===== config.mk =====
export PLATFORM = sky130hd
export DESIGN_NAME = regulator_control_bits
export DESIGN_NICKNAME = d
export VERILOG_FILES = /design/src/hw/reg_ctrl_pkg.sv /design/src/hw/supply_supervisor.sv /design/src/hw/regulator_control_bits.sv
export SDC_FILE = /design/constraint.sdc
export NUM_CORES = 1
export LEC_CHECK = 0
export ABC_AREA = 1
export BUFFER_PORTS_ARGS = -buffer_cell sky130_fd_sc_hd__buf_2
export CAP_MARGIN = 25
export CORE_ASPECT_RATIO = 1.5
export CORE_MARGIN = 3
export CORE_UTILIZATION = 60
export DETAILED_ROUTE_END_ITERATION = 10
export GPL_ROUTABILITY_DRIVEN = 0
export PLACE_DENSITY_LB_ADDON = 0.05
export SLEW_MARGIN = 20
export SYNTH_ARGS = -nofsm -noshare
export SYNTH_HDL_FRONTEND = slang
export SYNTH_SLANG_ARGS = --single-unit

===== constraint.sdc =====
create_clock -name ref_clk -period 3.7 [get_ports ref_clk]
set_clock_uncertainty 0.1 [all_clocks]
set_input_delay 0.185 -clock ref_clk [delete_from_list [all_inputs] [get_ports ref_clk]]
set_output_delay 0.185 -clock ref_clk [all_outputs]
set_load 0.05 [all_outputs]

===== src/hw/reg_ctrl_pkg.sv =====
// constants for the regulator control register bank
// assumes a 10 MHz ref_clk and 32-bit apb word addressing
package reg_ctrl_pkg;
  localparam int unsigned CLK_HZ = 10_000_000;
  localparam int unsigned BLANK_LONG_US = 1000;
  localparam int unsigned BLANK_SHORT_US = 25;
  localparam int unsigned BLANK_LONG_CYC = BLANK_LONG_US * (CLK_HZ / 1_000_000);
  localparam int unsigned BLANK_SHORT_CYC = BLANK_SHORT_US * (CLK_HZ / 1_000_000);
  localparam logic [11:0] CTRL_OFF = 12'h000;
  localparam logic [11:0] STAT_OFF = 12'h004;
  localparam logic [11:0] IRQ_STAT_OFF = 12'h008;
  localparam logic [11:0] IRQ_MASK_OFF = 12'h00C;
  localparam int AUX_LSB = 6;
  localparam int CAN_LSB = 3;
  localparam int BAL_EN_BIT = 2;
  localparam int BAL_AUTO_BIT = 1;
  localparam int VOFF_EN_BIT = 0;
  localparam logic [7:0] CTRL_RESET = 8'h00;
  localparam logic [1:0] SUP_OFF = 2'b00;
  localparam logic [1:0] SUP_QUIET = 2'b01;
  localparam logic [1:0] SUP_LONG = 2'b10;
  localparam logic [1:0] SUP_SHORT = 2'b11;
  // interrupt/status bit positions
  localparam int EV_AUX_UV = 0;
  localparam int EV_AUX_OC = 1;
  localparam int EV_AUX_SHUT = 2;
  localparam int EV_CAN_UV = 3;
  localparam int EV_CAN_OC = 4;
  localparam int EV_CAN_SHUT = 5;
  localparam int EV_LP_REFUSED = 6;
  localparam int EV_W = 7;
endpackage


===== src/hw/supply_supervisor.sv =====
// one regulator supervisor: enable, flag reporting and blanked shutdown
// assumes fault inputs already synchronised to ref_clk
`timescale 1ns/1ps
module supply_supervisor #(
  parameter int unsigned LONG_CYC = reg_ctrl_pkg::BLANK_LONG_CYC,
  parameter int unsigned SHORT_CYC = reg_ctrl_pkg::BLANK_SHORT_CYC
)(
  input wire logic ref_clk,
  input wire logic reset_n,
  input wire logic [1:0] mode,
  input wire logic uv,
  input wire logic oc,
  output logic reg_en,
  output logic uv_evt,
  output logic oc_evt,
  output logic shut_evt
);
  logic [15:0] cnt_q;
  logic tripped_q;
  logic fault;
  logic [15:0] limit;
  logic uv_q;
  logic oc_q;

  assign fault = uv | oc;
  assign limit = (mode == reg_ctrl_pkg::SUP_SHORT) ? 16'(SHORT_CYC) : 16'(LONG_CYC);
  // code 00 keeps the regulator off; a blanked fault latches it off
  assign reg_en = (mode != reg_ctrl_pkg::SUP_OFF) && !tripped_q;

  // ------------------------------------------------------------
  // blanking counter
  // ------------------------------------------------------------
  // blanked shutdown
  always_ff @(posedge ref_clk or negedge reset_n)
  begin
    if (!reset_n)
      cnt_q <= 16'h0000;
    else if (!fault || !reg_en)
      cnt_q <= 16'h0000;
    else if (cnt_q < limit)
      cnt_q <= cnt_q + 16'h0001;
  end

  // off clears the trip, so software rewrites the field to retry
  always_ff @(posedge ref_clk or negedge reset_n)
  begin
    if (!reset_n)
      tripped_q <= 1'b0;
    else if (mode == reg_ctrl_pkg::SUP_OFF)
      tripped_q <= 1'b0;
    else if (fault && reg_en && cnt_q >= limit - 16'h0001)
      tripped_q <= 1'b1;
  end

  always_ff @(posedge ref_clk or negedge reset_n)
  begin
    if (!reset_n)
    begin
      uv_q <= 1'b0;
      oc_q <= 1'b0;
    end
    else
    begin
      uv_q <= uv;
      oc_q <= oc;
    end
  end

  assign uv_evt = uv && !uv_q && reg_en && (mode[1] == 1'b1);
  assign oc_evt = oc && !oc_q && reg_en && (mode[1] == 1'b1);
  assign shut_evt = fault && reg_en && cnt_q >= limit - 16'h0001;
endmodule


===== src/hw/regulator_control_bits.sv =====
// regulator control bank: apb slave, two supervised regulators, pass transistor
// and low-power permit; fault and current inputs come from analog pins
//
// The register addresses and the APB slave port were decided locally.
`timescale 1ns/1ps
module regulator_control_bits #(
  parameter int unsigned LONG_CYC = reg_ctrl_pkg::BLANK_LONG_CYC,
  parameter int unsigned SHORT_CYC = reg_ctrl_pkg::BLANK_SHORT_CYC
)(
  input wire logic ref_clk,
  input wire logic reset_n,
  input wire logic psel,
  input wire logic penable,
  input wire logic pwrite,
  input wire logic [11:0] paddr,
  input wire logic [31:0] pwdata,
  output logic [31:0] prdata,
  output logic pready,
  output logic pslverr,
  input wire logic aux_uv,
  input wire logic aux_oc,
  input wire logic can_uv,
  input wire logic can_oc,
  input wire logic main_current_high,
  input wire logic low_power_request,
  output logic aux_regulator_on,
  output logic can_supply_on,
  output logic pass_transistor_on,
  output logic low_power_state,
  output logic irq
);
  logic [7:0] ctrl_q;
  logic [6:0] irq_stat_q;
  logic [6:0] irq_stat_d;
  logic [6:0] irq_mask_q;
  logic [31:0] prdata_q;
  logic [4:0] sync1_q;
  logic [4:0] sync2_q;
  logic lp_q;
  logic [6:0] events;
  logic wr;
  logic rd;
  logic addr_ok;
  logic aux_en;
  logic can_en;
  logic aux_uv_e;
  logic aux_oc_e;
  logic aux_sh_e;
  logic can_uv_e;
  logic can_oc_e;
  logic can_sh_e;
  logic lp_refused;
  logic access;
  logic wr_ctrl;
  logic wr_irq_stat;
  logic wr_irq_mask;
  logic [1:0] aux_mode;
  logic [1:0] can_mode;
  logic pass_force;
  logic pass_auto;
  logic lp_permit;
  logic aux_oc_s;
  logic can_uv_s;
  logic can_oc_s;
  logic current_high_s;
  logic lp_request_s;
  logic [3:0] status_word;
  logic [31:0] prdata_d;

  function automatic logic is_mapped(input logic [11:0] a);
    is_mapped = (a == reg_ctrl_pkg::CTRL_OFF) || (a == reg_ctrl_pkg::STAT_OFF) ||
                (a == reg_ctrl_pkg::IRQ_STAT_OFF) || (a == reg_ctrl_pkg::IRQ_MASK_OFF);
  endfunction

  // every register strobe and the read mux go through this one compare
  function automatic logic hits(input logic [11:0] a, input logic [11:0] off);
    hits = (a == off);
  endfunction

  // ------------------------------------------------------------
  // apb access
  // ------------------------------------------------------------
  // zero wait states; unmapped addresses answer with pslverr
  assign addr_ok = is_mapped(paddr);
  assign access = psel && penable;
  assign pready = 1'b1;
  assign pslverr = access && !addr_ok;
  assign wr = access && pwrite && addr_ok;
  // reads decode in the setup cycle so prdata is already a flop in the access phase
  assign rd = psel && !penable && !pwrite;
  assign prdata = prdata_q;

  // ------------------------------------------------------------
  // write strobes
  // ------------------------------------------------------------
  assign wr_ctrl = wr && hits(paddr, reg_ctrl_pkg::CTRL_OFF);
  assign wr_irq_stat = wr && hits(paddr, reg_ctrl_pkg::IRQ_STAT_OFF);
  assign wr_irq_mask = wr && hits(paddr, reg_ctrl_pkg::IRQ_MASK_OFF);

  // ------------------------------------------------------------
  // pin synchronisers
  // ------------------------------------------------------------
  always_ff @(posedge ref_clk or negedge reset_n)
  begin
    if (!reset_n)
    begin
      sync1_q <= 5'h00;
      sync2_q <= 5'h00;
    end
    else
    begin
      sync1_q <= {low_power_request, main_current_high, can_oc, can_uv, aux_oc};
      sync2_q <= sync1_q;
    end
  end

  // aux_uv shares the same two-stage path through its own pair
  logic aux_uv_s1_q;
  logic aux_uv_s2_q;
  always_ff @(posedge ref_clk or negedge reset_n)
  begin
    if (!reset_n)
    begin
      aux_uv_s1_q <= 1'b0;
      aux_uv_s2_q <= 1'b0;
    end
    else
    begin
      aux_uv_s1_q <= aux_uv;
      aux_uv_s2_q <= aux_uv_s1_q;
    end
  end

  // ------------------------------------------------------------
  // synchronised pins
  // ------------------------------------------------------------
  // the comparators run free of ref_clk, so only second-stage flops are read below
  assign aux_oc_s = sync2_q[0];
  assign can_uv_s = sync2_q[1];
  assign can_oc_s = sync2_q[2];
  assign current_high_s = sync2_q[3];
  assign lp_request_s = sync2_q[4];

  // ------------------------------------------------------------
  // control register
  // ------------------------------------------------------------
  // reset clears fields
  always_ff @(posedge ref_clk or negedge reset_n)
  begin
    if (!reset_n)
      ctrl_q <= reg_ctrl_pkg::CTRL_RESET;
    else if (wr_ctrl)
      // bit 5 is reserved and always reads zero
      ctrl_q <= {pwdata[7:6], 1'b0, pwdata[4:0]};
  end

  always_ff @(posedge ref_clk or negedge reset_n)
  begin
    if (!reset_n)
      irq_mask_q <= 7'h00;
    else if (wr_irq_mask)
      irq_mask_q <= pwdata[6:0];
  end

  // ------------------------------------------------------------
  // control fields
  // ------------------------------------------------------------
  assign aux_mode = ctrl_q[reg_ctrl_pkg::AUX_LSB +: 2];
  assign can_mode = ctrl_q[reg_ctrl_pkg::CAN_LSB +: 2];
  assign pass_force = ctrl_q[reg_ctrl_pkg::BAL_EN_BIT];
  assign pass_auto = ctrl_q[reg_ctrl_pkg::BAL_AUTO_BIT];
  assign lp_permit = ctrl_q[reg_ctrl_pkg::VOFF_EN_BIT];

  // ------------------------------------------------------------
  // regulators
  // ------------------------------------------------------------
  // aux on/off
  supply_supervisor #(
    .LONG_CYC(LONG_CYC),
    .SHORT_CYC(SHORT_CYC)
  ) u_aux (
    .ref_clk(ref_clk),
    .reset_n(reset_n),
    .mode(aux_mode),
    .uv(aux_uv_s2_q),
    .oc(aux_oc_s),
    .reg_en(aux_en),
    .uv_evt(aux_uv_e),
    .oc_evt(aux_oc_e),
    .shut_evt(aux_sh_e)
  );

  supply_supervisor #(
    .LONG_CYC(LONG_CYC),
    .SHORT_CYC(SHORT_CYC)
  ) u_can (
    .ref_clk(ref_clk),
    .reset_n(reset_n),
    .mode(can_mode),
    .uv(can_uv_s),
    .oc(can_oc_s),
    .reg_en(can_en),
    .uv_evt(can_uv_e),
    .oc_evt(can_oc_e),
    .shut_evt(can_sh_e)
  );

  // outputs follow the supervisors, so a trip drops them in the same cycle
  assign aux_regulator_on = aux_en;
  assign can_supply_on = can_en;

  // ------------------------------------------------------------
  // pass transistor and low power
  // ------------------------------------------------------------
  // forced or automatic
  // the current level is only trusted after the pin synchroniser
  assign pass_transistor_on = pass_force || (pass_auto && current_high_s);

  // permit gate
  // a refused request keeps the main supply up and is reported every cycle it stands
  assign lp_refused = lp_request_s && !lp_permit && !lp_q;
  always_ff @(posedge ref_clk or negedge reset_n)
  begin
    if (!reset_n)
      lp_q <= 1'b0;
    else
      lp_q <= lp_request_s && lp_permit;
  end
  assign low_power_state = lp_q;

  // ------------------------------------------------------------
  // interrupts
  // ------------------------------------------------------------
  // each event lands on its own status bit position
  always_comb
  begin
    events = 7'h00;
    events[reg_ctrl_pkg::EV_AUX_UV] = aux_uv_e;
    events[reg_ctrl_pkg::EV_AUX_OC] = aux_oc_e;
    events[reg_ctrl_pkg::EV_AUX_SHUT] = aux_sh_e;
    events[reg_ctrl_pkg::EV_CAN_UV] = can_uv_e;
    events[reg_ctrl_pkg::EV_CAN_OC] = can_oc_e;
    events[reg_ctrl_pkg::EV_CAN_SHUT] = can_sh_e;
    events[reg_ctrl_pkg::EV_LP_REFUSED] = lp_refused;
  end

  // a new event in the clearing cycle stays set
  always_comb
  begin
    irq_stat_d = irq_stat_q;
    if (wr_irq_stat)
      irq_stat_d = irq_stat_d & ~pwdata[6:0];
    irq_stat_d = irq_stat_d | events;
  end

  always_ff @(posedge ref_clk or negedge reset_n)
  begin
    if (!reset_n)
      irq_stat_q <= 7'h00;
    else
      irq_stat_q <= irq_stat_d;
  end

  // level output: high while any unmasked sticky bit is set
  assign irq = |(irq_stat_q & irq_mask_q);

  // ------------------------------------------------------------
  // read data
  // ------------------------------------------------------------
  assign status_word = {pass_transistor_on, lp_q, can_en, aux_en};

  // unmapped reads return zero alongside pslverr
  always_comb
  begin
    prdata_d = 32'h0000_0000;
    if (hits(paddr, reg_ctrl_pkg::CTRL_OFF))
      prdata_d = {24'h00_0000, ctrl_q};
    else if (hits(paddr, reg_ctrl_pkg::STAT_OFF))
      prdata_d = {28'h000_0000, status_word};
    else if (hits(paddr, reg_ctrl_pkg::IRQ_STAT_OFF))
      prdata_d = {25'h000_0000, irq_stat_q};
    else if (hits(paddr, reg_ctrl_pkg::IRQ_MASK_OFF))
      prdata_d = {25'h000_0000, irq_mask_q};
  end

  // read data captured in the setup cycle so it is a flop in the access phase
  always_ff @(posedge ref_clk or negedge reset_n)
  begin
    if (!reset_n)
      prdata_q <= 32'h0000_0000;
    else if (rd)
      prdata_q <= prdata_d;
  end
endmodule


==> impl_results.md <==
* Critical path's most frequent cell: nand2_1
* Crit path max fanout at 15
* Dpl hpwl at 8080 microns
* CP peak stage delay at 0.43 ns
* Area delta synth->final at 11.6%
* Pwr Density at 385 nW/um^2
* Tmin final at 2.38 ns
* Largest cells by area after synthesis: dfrtp_1 (40%), nand2_1 (15%), nand3_1 (6.8%)
* Nets@finish at 795
* GRT Util Overall at 0.252
* Placeable Area at 8110 sq um
* Layout fillers at 707
* Slowest cell on crit path: dfrtp_1
* First-pass GRT wire length at 19200 microns
* CP Launch Type: register
* I/O Buffers at 44
* Initial DRC Count at 245
* Status: complete, no violations
* Leakage at 3.04 nW
* Root Buffer: clkbuf_16
* Most common flop cell mapped by yosys: dfrtp_1
* Post-route DRC violation count at 0
* Final Hold Viols at 0
* Die Area at 9550 sq um
* Routed vias/inst at 5.46
* Overall die height at 118 microns
* Class of the worst hold path: input port to register
* Top Family by Delay on Critical Path: simple AND/OR/NAND/NOR gates
* Gr ovfl total at 0
* Slew Viols, Final at 0
* Routed WL at 11300 microns
* Die X at 80.8 microns
* Layout cell share with drive strength beyond 1 at 0.129
* 1st-pass router iterations at 5
* Ys Warns at 0
* Hold WS at 0.0143 ns
* CP Buf/Inv Count at 0
* Sink Count at 80
* Top-Level Pins at 94
* Synthesized area per cell at 7.45 sq um
* Ys async rst share at 1.00
* TritonCTS clock tree: done
* Max H-tree Level at 3
* Top-area cell type share of the netlist area at 0.398
* Max_slew headroom at 0.357
* Post-Synthesis Cells at 676
* Largest net degree at the start of global routing at 81
* Mapped Area at 5030 sq um
* Fmax at 421 MHz
* Site Rows at 40
* Vias in the first global route at 4287
* Inserted Clock Buffers at 9
* # diodes at 0
* Average wire per standard cell at 13.6 microns
* Seq/Total Area, Yosys at 0.398
* Worst r2r src: ctrl_q[6]
* Synth area leader: dfrtp_1
* Post-CTS Setup Inserts at 0
* Worst R2R Setup Slack at 1.32 ns
* Commonest non-fill, non-tap cells in the layout: nand2_1 (195), dfrtp_1 (80), inv_1 (79), nand3_1 (68), nor2_1 (62)
* Setup_tns at 0 ns
* Slew of the pin with the lowest slew margin at 0.965 ns
* Worst-skew pair later-pin latency at 0.34 ns
* IR drop worst, VDD at 259 uV
* RSZ-0062 raised after global routing: false
* Post-synth EDFFs at 0
* Synth unique cells at 42
* Cts repair resizes at 0
* Initial antenna violation count at 0
* Starting Density at 0.621
* Worst Hold Launch: pwdata[0]
* Setup violations, final at 0
* Cell breakdown of the critical path: nand2_2, ha_1, nand2_1, nor2_1, nand2_1, nand2_1, nand3_2, nand2_2, nand3_1, nand2_1
* CP arrival at 2.54 ns
* Number of synthesized register bits at 80
* Crit path kind: register to register
* Most common cell after layout, fill and taps aside: nand2_1
* Nature of the critical path endpoint: register
* Crit path from: ctrl_q[6]
* Clock slew at reported path FFs at 0.06 ns
* Antenna viol nets, final at 0
* Critical path required time at 3.87 ns
* Vias at 4562
* Max Cap Viol at 0
* CTS max path bufs at 2
* Fin crit share at 0.643
==> final cells by class <==
type	instances	area, sq um	area share
Sequential cell	80	2000	0.356
Multi-Input combinational cell	494	2500	0.445
Tap cell	105	131	0.0234
Clock inverter	6	67.6	0.0120
Inverter	83	312	0.0554
Timing Repair Buffer	58	378	0.0672
Clock buffer	10	229	0.0407
==> metrics by stage <==
| stage | cells | setup slack, ns | utilization | power, W | area (sq um) |
|---|---|---|---|---|---|
| finish | 836 | 1.32 | 0.693 | 0.00216 | 5620 |
| global route | 836 | 1.14 | 0.693 | 0.00226 | 5620 |
| CTS | 835 | 1.37 | 0.690 | 0.00218 | 5590 |
| detailed placement | 807 | 1.37 | 0.638 | 0.00128 | 5170 |
| global placement | 807 | 1.48 | 0.638 | 0.00126 | 5170 |
| floorplan | 699 | 1.64 | - | 0.00122 | 5120 |
==> routing by layer <==
metal	vias to the layer above	GRT usage	wire length (microns)
met4	0	0.129	478
met3	35	0.0404	566
met5	-	0	0
li1	2255	-	-
met1	2128	0.308	4620
met2	144	0.422	5670
==> synthesized netlist by cell type (5+ instances only) <==
cell type  number
a21oi_1         9
buf_2          11
nand3_2        12
xor2_1          5
o21ai_0        20
nand2_1       195
nand3_1        68
buf_4          27
dfrtp_1        80
a21o_1          5
nand4_1        39
ha_1           14
nor2_1         62
inv_1          79
==> power by group <==
group | total [W] | internal (W) | leakage [nW] | switching [W]
registers | 0.000979 | 0.000917 | 0.983 | 0.0000621
clock network | 0.000887 | 0.000525 | 0.139 | 0.000362
logic | 0.000297 | 0.0000971 | 1.92 | 0.000200
==> tightest hold or removal path, stage by stage <==
cell and delay [ns]:
buf_2 0.11, nand2_1 0.06, nand2_1 0.06
==> timing repair <==
action,4_1_cts,5_1_grt
hold endpoints to repair,93,0
hold buffers,12,0
setup endpoints to repair,0,0
==> sequential cells by signal, summed over array words and instances (netlist names), 5 cells and up <==
name / cells
u_can.cnt_q: 16
irq_mask_q: 7
ctrl_q: 7
u_aux.cnt_q: 16
irq_stat_q: 7
sync2_q: 5
sync1_q: 5
prdata: 8
==> cells by family (layout without fill, tap and decap cells) <==
family	count (synthesis)	count (layout)	share of synthesized area
fa+ha+maj	14	14	0.0348
other cells	2	25	0.00149
compound gates	52	52	0.0641
xor+xnor	8	8	0.0139
simple gates	395	395	0.365
buf+inv	125	157	0.123
flops	80	80	0.398
==> final timing paths <==
path                                   end  cells after the start
hold / removal               irq_mask_q[0]                      3
setup / recovery            u_aux.cnt_q[8]                     10
min in group asynchronous  low_power_state                      2
hold reg to reg                aux_uv_s2_q                      0
setup reg to reg            u_aux.cnt_q[8]                     10
max in group asynchronous   u_aux.cnt_q[4]                      3
No activity file was read; power rests on OpenSTA's default activity.
